$ cat src/hw/fcf_defs.svh
// Command codes, status bit positions and sizes of the command front end
`ifndef FCF_DEFS_SVH
`define FCF_DEFS_SVH
`define FCF_ADDR_W 22
`define FCF_PART_MSB 21
`define FCF_PART_LSB 18
`define FCF_NPART 16
`define FCF_BLK_MSB 21
`define FCF_BLK_LSB 15
`define FCF_NBLK 128
`define FCF_CMD_READ_ARRAY 8'hff
`define FCF_CMD_READ_STATUS 8'h70
`define FCF_CMD_READ_ID 8'h90
`define FCF_CMD_READ_QUERY 8'h98
`define FCF_CMD_CLEAR_STATUS 8'h50
`define FCF_CMD_PROGRAM 8'h40
`define FCF_CMD_PROGRAM_ALT 8'h10
`define FCF_CMD_FACTORY 8'h30
`define FCF_CMD_CONFIRM 8'hd0
`define FCF_CMD_ERASE 8'h20
`define FCF_CMD_SUSPEND 8'hb0
`define FCF_CMD_LOCK_SETUP 8'h60
`define FCF_CMD_LOCK 8'h01
`define FCF_CMD_LOCK_DOWN 8'h2f
`define FCF_CMD_PROTECT 8'hc0
`define FCF_CMD_SET_CONFIG 8'h03
`define FCF_SR_READY 7
`define FCF_SR_ERS_SUSP 6
`define FCF_SR_ERS_FAIL 5
`define FCF_SR_PRG_FAIL 4
`define FCF_SR_PRG_SUSP 2
`define FCF_SR_RESET 8'h80
`define FCF_CFG_RESET 16'hffff
`endif

$ cat src/hw/fcf_pkg.sv
// Types shared by the command front end
`default_nettype none
package fcf_pkg;
	typedef enum logic [1:0] {
		FCF_RD_ARRAY = 2'h0,
		FCF_RD_STATUS = 2'h1,
		FCF_RD_ID = 2'h2,
		FCF_RD_QUERY = 2'h3
	} fcf_rmode_t;

	typedef enum logic [2:0] {
		FCF_ST_IDLE = 3'h0,
		FCF_ST_PRG_SETUP = 3'h1,
		FCF_ST_ERS_SETUP = 3'h2,
		FCF_ST_FAC_SETUP = 3'h3,
		FCF_ST_LCK_SETUP = 3'h4,
		FCF_ST_PRT_SETUP = 3'h5,
		FCF_ST_FACTORY = 3'h6
	} fcf_cstate_t;

	typedef enum logic [2:0] {
		FCF_OP_NONE = 3'h0,
		FCF_OP_PROGRAM = 3'h1,
		FCF_OP_ERASE = 3'h2,
		FCF_OP_PROTECT = 3'h3,
		FCF_OP_FACTORY = 3'h4
	} fcf_op_t;

	typedef struct packed {
		logic [21:0] addr;
		logic [15:0] data;
	} fcf_wr_t;

	typedef struct packed {
		logic start;
		fcf_op_t op;
		logic [21:0] addr;
		logic [15:0] data;
	} fcf_job_t;
endpackage
`default_nettype wire

$ cat src/hw/fcf_front.sv
// Command front end: decodes bus writes, tracks read modes and status
//
// Design decisions made here: the placing of the registers and strobed register access.
`timescale 1ns/1ns
`default_nettype none
`include "fcf_defs.svh"

module fcf_front
	import fcf_pkg::*;
(
	input wire logic clk,
	input wire logic sys_rst,
	input wire logic write_n,
	input wire fcf_wr_t wr_bus,
	input wire logic [`FCF_ADDR_W-1:0] rd_addr,
	input wire logic rd_strobe,
	input wire logic [15:0] array_data,
	input wire logic [15:0] id_data,
	input wire logic [7:0] query_data,
	input wire logic op_done,
	input wire logic op_fail,
	input wire logic lockdown_enable_n,
	output fcf_job_t job_r,
	output logic op_hold_r,
	output logic [15:0] read_data_r,
	output logic [1:0] read_source_r,
	output logic [15:0] config_r,
	output logic [`FCF_NBLK-1:0] block_lock_r,
	output logic [`FCF_NBLK-1:0] block_lockdown_r,
	output logic factory_mode_r,
	output logic [7:0] status_r
);
	//////////////////////////////////////////////////////////////////////
	logic write_n_r;
	logic cmd_stb;
	fcf_rmode_t rmode_r [`FCF_NPART];
	fcf_cstate_t cst_r;
	fcf_op_t run_op_r;
	logic busy_r;
	logic susp_r;
	logic [3:0] busy_part_r;
	logic [7:0] code;
	logic [3:0] part;
	logic [3:0] rd_part;
	logic [6:0] blk;
	logic setup_ok;
	logic seq_err;
	logic start;
	fcf_op_t start_op;
	logic susp_set;
	logic susp_clr;

	always_ff @(posedge clk) begin
		if (sys_rst) begin
			write_n_r <= 1'b1;
		end else begin
			write_n_r <= write_n;
		end
	end

	// Write strobe sampled as synchronous; data taken at the rising edge
	assign cmd_stb = write_n && !write_n_r;
	assign code = wr_bus.data[7:0];
	assign part = wr_bus.addr[`FCF_PART_MSB:`FCF_PART_LSB];
	assign blk = wr_bus.addr[`FCF_BLK_MSB:`FCF_BLK_LSB];
	assign rd_part = rd_addr[`FCF_PART_MSB:`FCF_PART_LSB];

	//////////////////////////////////////////////////////////////////////
	// Second-cycle decode
	always_comb begin
		seq_err = 1'b0;
		start = 1'b0;
		start_op = FCF_OP_NONE;
		setup_ok = 1'b0;
		unique case (cst_r)
			FCF_ST_IDLE: begin
			end
			FCF_ST_PRG_SETUP: begin
				start = 1'b1;
				start_op = FCF_OP_PROGRAM;
			end
			FCF_ST_ERS_SETUP: begin
				if (code == `FCF_CMD_CONFIRM) begin
					start = 1'b1;
					start_op = FCF_OP_ERASE;
				end else begin
					seq_err = 1'b1;
				end
			end
			FCF_ST_FAC_SETUP: begin
				if (code == `FCF_CMD_CONFIRM) begin
					setup_ok = 1'b1;
				end else begin
					seq_err = 1'b1;
				end
			end
			FCF_ST_LCK_SETUP: begin
				if (code == `FCF_CMD_LOCK || code == `FCF_CMD_CONFIRM ||
					code == `FCF_CMD_LOCK_DOWN ||
					code == `FCF_CMD_SET_CONFIG) begin
					setup_ok = 1'b1;
				end else begin
					seq_err = 1'b1;
				end
			end
			FCF_ST_PRT_SETUP: begin
				start = 1'b1;
				start_op = FCF_OP_PROTECT;
			end
			FCF_ST_FACTORY: begin
				start = 1'b1;
				start_op = FCF_OP_FACTORY;
			end
			default: begin
			end
		endcase
	end

	always_ff @(posedge clk) begin
		if (sys_rst) begin
			cst_r <= FCF_ST_IDLE;
		end else if (cmd_stb) begin
			unique case (cst_r)
				FCF_ST_IDLE: begin
					if (busy_r && !susp_r) begin
						cst_r <= FCF_ST_IDLE;
					end else begin
						unique case (code)
							// One job slot: no new job beside a suspended one
							`FCF_CMD_PROGRAM, `FCF_CMD_PROGRAM_ALT:
								cst_r <= susp_r ? FCF_ST_IDLE : FCF_ST_PRG_SETUP;
							`FCF_CMD_ERASE:
								cst_r <= susp_r ? FCF_ST_IDLE : FCF_ST_ERS_SETUP;
							`FCF_CMD_FACTORY:
								cst_r <= susp_r ? FCF_ST_IDLE : FCF_ST_FAC_SETUP;
							`FCF_CMD_LOCK_SETUP:
								cst_r <= FCF_ST_LCK_SETUP;
							`FCF_CMD_PROTECT:
								cst_r <= susp_r ? FCF_ST_IDLE : FCF_ST_PRT_SETUP;
							default:
								cst_r <= FCF_ST_IDLE;
						endcase
					end
				end
				FCF_ST_FAC_SETUP:
					cst_r <= setup_ok ? FCF_ST_FACTORY : FCF_ST_IDLE;
				// Factory mode ends only by reset; each later write starts a factory job instead of being decoded
				FCF_ST_FACTORY:
					cst_r <= FCF_ST_FACTORY;
				default:
					cst_r <= FCF_ST_IDLE;
			endcase
		end
	end

	// Own flop: set with the confirm, cleared only by reset
	always_ff @(posedge clk) begin
		if (sys_rst) begin
			factory_mode_r <= 1'b0;
		end else if (cmd_stb && cst_r == FCF_ST_FAC_SETUP && setup_ok) begin
			factory_mode_r <= 1'b1;
		end
	end

	//////////////////////////////////////////////////////////////////////
	// Operation hand-off to the write state machine
	always_ff @(posedge clk) begin
		if (sys_rst) begin
			job_r <= '0;
		end else begin
			job_r.start <= cmd_stb && start;
			if (cmd_stb && start) begin
				job_r.op <= start_op;
				job_r.addr <= wr_bus.addr;
				job_r.data <= wr_bus.data;
			end
		end
	end

	// Suspend and resume; a job that ends this cycle is not suspended
	assign susp_set = cmd_stb && cst_r == FCF_ST_IDLE && busy_r && !susp_r &&
		!op_done && code == `FCF_CMD_SUSPEND &&
		run_op_r != FCF_OP_FACTORY;
	assign susp_clr = cmd_stb && cst_r == FCF_ST_IDLE && busy_r && susp_r &&
		code == `FCF_CMD_CONFIRM;

	always_ff @(posedge clk) begin
		if (sys_rst) begin
			busy_r <= 1'b0;
			run_op_r <= FCF_OP_NONE;
			busy_part_r <= '0;
		end else if (cmd_stb && start) begin
			busy_r <= 1'b1;
			run_op_r <= start_op;
			busy_part_r <= part;
		end else if (op_done && busy_r && !susp_r) begin
			busy_r <= 1'b0;
			run_op_r <= FCF_OP_NONE;
		end
	end

	always_ff @(posedge clk) begin
		if (sys_rst) begin
			susp_r <= 1'b0;
		end else if (susp_set) begin
			susp_r <= 1'b1;
		end else if (susp_clr) begin
			susp_r <= 1'b0;
		end
	end

	// Hold to the write state machine, kept in its own flop for the pin
	always_ff @(posedge clk) begin
		if (sys_rst) begin
			op_hold_r <= 1'b0;
		end else if (susp_set) begin
			op_hold_r <= 1'b1;
		end else if (susp_clr) begin
			op_hold_r <= 1'b0;
		end
	end

	//////////////////////////////////////////////////////////////////////
	// Status register; hardware sets win over the clear command
	always_ff @(posedge clk) begin
		if (sys_rst) begin
			status_r <= `FCF_SR_RESET;
		end else begin
			if (cmd_stb && cst_r == FCF_ST_IDLE &&
				code == `FCF_CMD_CLEAR_STATUS && !(busy_r && !susp_r)) begin
				status_r[1] <= 1'b0;
				status_r[3] <= 1'b0;
				status_r[`FCF_SR_PRG_FAIL] <= 1'b0;
				status_r[`FCF_SR_ERS_FAIL] <= 1'b0;
			end
			if (cmd_stb && seq_err) begin
				status_r[`FCF_SR_PRG_FAIL] <= 1'b1;
				status_r[`FCF_SR_ERS_FAIL] <= 1'b1;
			end
			if (op_done && busy_r && !susp_r && op_fail) begin
				if (run_op_r == FCF_OP_ERASE) begin
					status_r[`FCF_SR_ERS_FAIL] <= 1'b1;
				end else begin
					status_r[`FCF_SR_PRG_FAIL] <= 1'b1;
				end
			end
			status_r[`FCF_SR_READY] <= !busy_r || susp_r;
			status_r[`FCF_SR_ERS_SUSP] <= susp_r && run_op_r == FCF_OP_ERASE;
			status_r[`FCF_SR_PRG_SUSP] <= susp_r && run_op_r != FCF_OP_ERASE;
			status_r[0] <= 1'b0;
		end
	end

	//////////////////////////////////////////////////////////////////////
	// Per-partition read modes
	always_ff @(posedge clk) begin
		if (sys_rst) begin
			for (int i = 0; i < `FCF_NPART; i++) begin
				rmode_r[i] <= FCF_RD_ARRAY;
			end
		end else if (cmd_stb) begin
			if (seq_err || (cmd_stb && start && cst_r != FCF_ST_FACTORY)) begin
				rmode_r[part] <= FCF_RD_STATUS;
			end else if (cst_r == FCF_ST_LCK_SETUP &&
				code == `FCF_CMD_SET_CONFIG) begin
				rmode_r[part] <= FCF_RD_ARRAY;
			end else if (cst_r == FCF_ST_IDLE && !(busy_r && !susp_r &&
				part == busy_part_r && code != `FCF_CMD_READ_STATUS)) begin
				unique case (code)
					`FCF_CMD_READ_ARRAY: rmode_r[part] <= FCF_RD_ARRAY;
					`FCF_CMD_READ_STATUS: rmode_r[part] <= FCF_RD_STATUS;
					`FCF_CMD_READ_ID: rmode_r[part] <= FCF_RD_ID;
					`FCF_CMD_READ_QUERY: rmode_r[part] <= FCF_RD_QUERY;
					default: rmode_r[part] <= rmode_r[part];
				endcase
			end
		end
	end

	//////////////////////////////////////////////////////////////////////
	// Lock bits and configuration
	always_ff @(posedge clk) begin
		if (sys_rst) begin
			block_lock_r <= '1;
			block_lockdown_r <= '0;
			config_r <= `FCF_CFG_RESET;
		end else if (cmd_stb && setup_ok && cst_r == FCF_ST_LCK_SETUP) begin
			unique case (code)
				`FCF_CMD_LOCK: block_lock_r[blk] <= 1'b1;
				`FCF_CMD_LOCK_DOWN: begin
					block_lock_r[blk] <= 1'b1;
					block_lockdown_r[blk] <= 1'b1;
				end
				`FCF_CMD_CONFIRM: begin
					if (!block_lockdown_r[blk] || lockdown_enable_n) begin
						block_lock_r[blk] <= 1'b0;
					end
				end
				default: config_r <= wr_bus.addr[15:0];
			endcase
		end
	end

	//////////////////////////////////////////////////////////////////////
	// Read path: any partition readable while another one works
	always_ff @(posedge clk) begin
		if (sys_rst) begin
			read_data_r <= '0;
			read_source_r <= FCF_RD_ARRAY;
		end else if (rd_strobe) begin
			read_source_r <= rmode_r[rd_part];
			unique case (rmode_r[rd_part])
				FCF_RD_ARRAY: read_data_r <= array_data;
				FCF_RD_STATUS: read_data_r <= {8'h00, status_r};
				FCF_RD_ID: read_data_r <= id_data;
				FCF_RD_QUERY: read_data_r <= {8'h00, query_data};
			endcase
		end
	end
endmodule
`default_nettype wire

$ cat config.mk
export PLATFORM = sky130hd
export DESIGN_NAME = fcf_front
export DESIGN_NICKNAME = d
export VERILOG_FILES = /design/src/hw/fcf_pkg.sv /design/src/hw/fcf_front.sv
export VERILOG_INCLUDE_DIRS = /design/src /design/src/hw
export SDC_FILE = /design/constraint.sdc
export NUM_CORES = 1
export LEC_CHECK = 0
export BUFFER_PORTS_ARGS = -buffer_cell sky130_fd_sc_hd__buf_2
export CORE_ASPECT_RATIO = 0.5
export CORE_MARGIN = 2
export CORE_UTILIZATION = 50
export CTS_BUF_LIST = sky130_fd_sc_hd__clkbuf_16
export DETAILED_ROUTE_END_ITERATION = 7
export PLACE_DENSITY = 0.79
export SLEW_MARGIN = 20
export SYNTH_ARGS = -nofsm -noshare
export SYNTH_HDL_FRONTEND = slang
export SYNTH_SLANG_ARGS = --single-unit
$ cat constraint.sdc
create_clock -name clk -period 3.4 [get_ports clk]
set_input_delay 0.17 -clock clk [delete_from_list [all_inputs] [get_ports clk]]
set_output_delay 0.17 -clock clk [all_outputs]
set_load 0.03 [all_outputs]
==> results.py, run 1 <==
metrics = {
    "run_status": {
        "outcome": "complete, no violations",
    },
    "cts": {
        "clockBufferDepth": 3,
        "clk_pin_slew_ns": 0.07,
        "cts_sinks": 379,
        "cts_tree": "done",
        "cts_resized": 0,
        "clk_latency_ns": 0.54,
        "clockRootBuffer": "clkbuf_16",
        "cts_max_level": 2,
        "cts_buffers": 35,
        "post_cts_buffers": 0,
    },
    "timing": {
        "finalHoldViolCount": 0,
        "timing.final.crit_share": 0.901,
        "tightest_slew_ns": 1.04,
        "slew_headroom": 0.304,
        "fin_ws_ns": 0.335,
        "min_period_ns": 3.06,
        "timing.fmax_ghz": 0.326,
        "rsz0062_at_grt": "no",
        "setup_viol": 0,
        "fin_skew_ns": 0.0151,
        "drv_slew": 0,
        "finalSetupTns_ns": 0,
    },
    "critical_path": {
        "slowest_stage": "dlygate4sd3_1",
        "worstReg2RegEnd": "read_data_r[12]",
        "criticalPathCategory": "input port to flop",
        "start_kind": "input port",
        "cp_cell_sequence": "dlygate4sd3_1 > buf_2 > nor4_1 > nand4_1 > buf_4 > a31oi_1 > buf_4 > o21ai_4 > buf_12 > o31ai_1 > a41oi_1 > a211o_1",
        "rrSetupSlack_ns": 0.57,
        "crit_buf_inv": 5,
        "worst_setup_path_end_kind": "flop",
        "worstPathRequired_ns": 3.83,
        "cp_max_fo": 100,
        "r2r_start": "rmode_r[15][1]",
        "crit_arrival_ns": 3.49,
        "critPathTopFamily": "buffers and inverters",
        "worst-path-stages": 12,
        "worst_path_largest_cell_delay_ns": 0.54,
        "reg2regPathDepth": 7,
        "timing.critical_path.mode_cell": "buf_4",
    },
    "routing": {
        "vias": 17166,
        "drt-vias-per-instance": 6.41,
        "wl_um": 62800,
        "drt-initial-drc-count": 2408,
        "first_pass_iters": 6,
        "ant_nets": 0,
        "post-route-drc-count": 0,
        "wl_per_cell_um": 23.5,
    },
    "placement": {
        "place_congestion": 0.895,
        "place_worst_setup_slack_ns": 0.287,
        "placed_cells": 2570,
        "portBuffers": 427,
        "dp_hpwl_um": 40600,
        "dpl_cell_area_um2": 19300,
    },
    "floorplanning": {
        "die_h_um": 133,
        "dieWidth_um": 262,
        "core_um2": 32900,
        "ios": 449,
        "initial_utilization": 0.506,
        "fp.dieArea_um2": 34900,
        "floorplan.rows": 47,
    },
    "yosys": {
        "synth_cell_types": 56,
        "synth_edf_count": 32,
        "ys_ff_latch": 379,
        "netlist_area_um2": 16700,
        "ys_seq_area_frac": 0.474,
        "avgSynthCellArea_um2": 9.16,
        "yosysMostFrequentCell": "dfxtp_1",
        "yosys.area.top_type_share": 0.417,
        "netlist_top_cells_count": "347 x dfxtp_1, 241 x nor2_1, 186 x a21oi_1",
        "yosys_warnings": 0,
        "ys_async_sr_fraction": 0,
        "syn_inst": 1821,
        "synth_area_leaders": "dfxtp_1 42%, a211o_1 5.8%, edfxtp_1 5.8%",
        "yosysTopAreaCell": "dfxtp_1",
        "ys.flop_type": "dfxtp_1",
    },
    "hold_path": {
        "hold_class": "input port to flop",
        "worstHoldStart": "id_data[11]",
        "min_delay_path_depth": 5,
        "min_to": "read_data_r[11]",
    },
    "finish": {
        "area_growth_pct": 25.5,
        "layout.nets": 2314,
        "fin_util": 0.635,
        "stdcell_count": 2676,
        "drive_gt1_frac": 0.273,
        "stdcell_area_um2": 20900,
    },
    "flow_run": {
        "drv_cap": 0,
    },
    "grt": {
        "grtUsageTotal": 0.339,
        "grt_start_max_net_pins": 151,
        "antenna_found_initial": 3,
        "gr-total-overflow": 0,
        "grt_pass1_wl_um": 93900,
        "first_global_vias": 16138,
    },
    "power_and_ir_drop": {
        "p_leak_nw": 8.09,
        "power.density_nw_per_um2": 442,
        "peakVddDrop_uv": 311,
    },
}
## area by class of cell
cell class	count	area, µm²
tap	441	552
timing repair buffer	550	3290
inverter	5	18.8
multi-input combinational	1236	7990
clock buffer	39	976
clock inverter	23	181
fill	2667	12000
sequential	379	7910
antenna	3	7.51
## report_power, final
group	switching (mW)	leakage, nW	internal, mW	total (mW)
Combinational	0.441	4.35	0.216	0.657
Clock	1.77	0.592	2.29	4.07
Sequential	0.0118	3.15	4.52	4.53
## layout by cell type (no fill, tap or decap), types with 32 or more instances in the layout
master	instances
buf_2	425
dfxtp_1	347
nor2_1	230
a21oi_1	185
nand2_1	132
o31ai_1	112
a211o_1	111
a31oi_1	101
mux2i_1	87
buf_4	74
dlygate4sd3_1	41
clkbuf_16	39
edfxtp_1	32
## tightest hold or removal path: stages
cell     delay (ns)
buf_2          0.08
mux2i_1        0.06
nor2_1         0.08
a21oi_1        0.05
nor2_1         0.07
## worst max path at each step
stage	from	endpoint	slack, ns
after floorplan	wr_bus[0]	rmode_r[4][0]	0.88
after global placement	wr_bus[32]	flop	0.34
after detailed placement	wr_bus[32]	flop	0.29
after CTS	wr_bus[0]	flop	0.40
after global routing	wr_bus[0]	flop	0.11
final	wr_bus[0]	flop	0.34
## through the flow
stage	power (mW)	hold slack (ns)
after CTS	9.25	0.00185
after floorplan	5.01	0.277
after detailed placement	5.23	0.389
after global routing	9.50	0.0417
final	9.26	0.00726
after global placement	5.22	0.384
## logic make-up (layout without fill, tap and decap cells)
| kind of cell | after synthesis | in the layout | synth area share |
|---|---|---|---|
| AO/OA/AOI/OAI | 635 | 635 | 0.261 |
| flip-flops | 379 | 379 | 0.474 |
| other | 1 | 6 | 0.000225 |
| XOR/XNOR | 4 | 4 | 0.00210 |
| AND/OR/NAND/NOR | 483 | 483 | 0.125 |
| multiplexers | 111 | 111 | 0.0846 |
| buffers and inverters | 208 | 617 | 0.0525 |
## timing repair
item	CTS	global route
endpoints found under the hold margin	53	0
endpoints found under the setup margin	0	0
hold buffers	41	0
## routing by layer
| layer | routed length, µm | GRT usage |
|---|---|---|
| met2 | 28800 | 0.544 |
| met3 | 6820 | 0.0741 |
| met1 | 23800 | 0.437 |
| met5 | 0 | 0 |
| met4 | 3330 | 0.170 |
Power figures use the tool's default switching activity.
==> run 2: changes to the inputs <==
--- a/config.mk
+++ b/config.mk
@@ -9,9 +9,10 @@
 export BUFFER_PORTS_ARGS = -buffer_cell sky130_fd_sc_hd__buf_2
 export CORE_ASPECT_RATIO = 0.5
 export CORE_MARGIN = 2
-export CORE_UTILIZATION = 50
+export CORE_UTILIZATION = 48
 export CTS_BUF_LIST = sky130_fd_sc_hd__clkbuf_16
 export DETAILED_ROUTE_END_ITERATION = 7
+export HOLD_SLACK_MARGIN = 0.06
 export PLACE_DENSITY = 0.79
 export SLEW_MARGIN = 20
 export SYNTH_ARGS = -nofsm -noshare
==> constraint.sdc (replaced) <==
create_clock -name clk -period 2.7 [get_ports clk]
set_input_delay 0.135 -clock clk [delete_from_list [all_inputs] [get_ports clk]]
set_output_delay 0.135 -clock clk [all_outputs]
set_load 0.03 [all_outputs]
==> results.py, run 2 (synthesis results as in run 1) <==
metrics = {
    "grt": {
        "antenna_found_initial": 4,
        "grtUsageTotal": 0.335,
        "grt_start_max_net_pins": 145,
        "gr-total-overflow": 0,
        "first_global_vias": 16390,
        "grt_pass1_wl_um": 94800,
    },
    "timing": {
        "finalSetupTns_ns": 0,
        "timing.final.crit_share": 0.966,
        "slew_headroom": 0.442,
        "timing.fmax_ghz": 0.383,
        "min_period_ns": 2.61,
        "tightest_slew_ns": 0.836,
        "fin_ws_ns": 0.0920,
        "fin_skew_ns": 0.0159,
        "setup_viol": 0,
        "finalHoldViolCount": 0,
        "drv_slew": 0,
    },
    "critical_path": {
        "slowest_stage": "dlygate4sd3_1",
        "cp_cell_sequence": "dlygate4sd3_1 > buf_2 > buf_4 > nor4_2 > nand4_1 > buf_4 > a21o_1 > a21oi_4 > buf_12 > nand2_1 > a21oi_1 > dlygate4sd3_1",
        "crit_arrival_ns": 3.08,
        "cp_max_fo": 39,
        "worstPathRequired_ns": 3.18,
        "worst_path_largest_cell_delay_ns": 0.56,
        "criticalPathCategory": "input port to flop",
        "worst_setup_path_end_kind": "flop",
        "start_kind": "input port",
    },
    "routing": {
        "wl_um": 64200,
        "drt-initial-drc-count": 2608,
        "wl_met1_um": 24000,
        "ant_nets": 0,
        "wl_met3_um": 7410,
        "first_pass_iters": 8,
        "post-route-drc-count": 9,
        "highest_layer": "met4",
        "wl_per_cell_um": 23.2,
        "vias": 17514,
        "dr_wl_met2_um": 29300,
        "drt-vias-per-instance": 6.32,
    },
    "floorplanning": {
        "die_h_um": 136,
        "floorplan.rows": 48,
        "ios": 449,
        "core_um2": 34400,
        "dieWidth_um": 268,
        "fp.dieArea_um2": 36300,
        "initial_utilization": 0.485,
    },
    "cts": {
        "cts_buffers": 36,
        "clockRootBuffer": "clkbuf_16",
        "clockBufferDepth": 3,
        "cts_tree": "done",
        "post_cts_buffers": 0,
        "clk_pin_slew_ns": 0.07,
        "clk_latency_ns": 0.54,
        "cts_max_level": 2,
        "cts_sinks": 379,
    },
    "run_status": {
        "outcome": "finished, violations left",
        "violations": "design-rule violations",
    },
    "finish": {
        "layout_commonest_cell": "buf_2",
        "layout_common_cells": "425 x buf_2, 347 x dfxtp_1, 231 x nor2_1",
        "fin_util": 0.630,
        "drive_gt1_frac": 0.281,
        "stdcell_count": 2772,
        "layout.nets": 2377,
        "area_growth_pct": 29.9,
    },
    "flow_run": {
        "drv_cap": 0,
    },
    "hold_path": {
        "hold_class": "input port to flop",
    },
    "power_and_ir_drop": {
        "p_total_mw": 11.5,
        "peakVddDrop_uv": 302,
        "power.density_nw_per_um2": 532,
        "p_leak_nw": 8.42,
    },
    "placement": {
        "place_worst_setup_slack_ns": -0.0402,
        "portBuffers": 427,
        "place_congestion": 0.924,
        "placed_cells": 2638,
        "dp_hpwl_um": 41100,
    },
}
-- run 2: worst max-delay path, delay by kind of cell --
family | cells | cell delay (ns)
AO/OA/AOI/OAI | 3 | 0.53
buffers and inverters | 6 | 1.84
AND/OR/NAND/NOR | 3 | 0.55
-- run 2: power breakdown --
part,leakage [nW],internal [mW],switching (mW)
registers,3.15,5.69,0.0149
logic,4.72,0.329,0.574
clock network,0.553,2.64,2.26
total,8.42,8.66,2.85
-- run 2: path summary, 6_finish.rpt --
path / start / endpoint / slack, ns / cells after the start
setup / recovery: wr_bus[1] / job_r[11] / 0.09 / 12
hold / removal: query_data[6] / read_data_r[6] / 0.08 / 4
setup reg to reg: block_lockdown_r[127] / flop / 0.12 / 9
hold reg to reg: job_r[3] / job_r[3] / 0.45 / 2
-- run 2: final cells by class --
| class | instances | area [µm²] |
|---|---|---|
| Antenna cell | 4 | 10.0 |
| Clock buffer | 38 | 951 |
| Clock inverter | 23 | 138 |
| Fill cell | 2789 | 12700 |
| Inverter | 5 | 18.8 |
| Multi-Input combinational cell | 1236 | 8010 |
| Sequential cell | 379 | 7910 |
| Tap cell | 475 | 594 |
| Timing Repair Buffer | 612 | 4030 |
-- run 2: what timing repair did --
action                                  in CTS  in global routing
resized for setup                            0                  5
hold buffers                                69                  0
hold endpoints to repair                    81                  0
endpoints found under the setup margin       0                100
-- run 2: routing by layer --
metal / vias to the layer above / track usage
li1: 7643 / -
met5: - / 0
met3: 269 / 0.0771
met1: 8333 / 0.433
met4: 0 / 0.190
met2: 1269 / 0.518
-- run 2: stage by stage --
stage / hold slack, ns / instance area [µm²]
5_1_grt: 0.102 / 21700
4_1_cts: 0.0667 / 21600
3_5_place_dp: 0.359 / 19800
2_1_floorplan: 0.242 / 16700
3_3_place_gp: 0.350 / 19800
6_report: 0.0752 / 21700
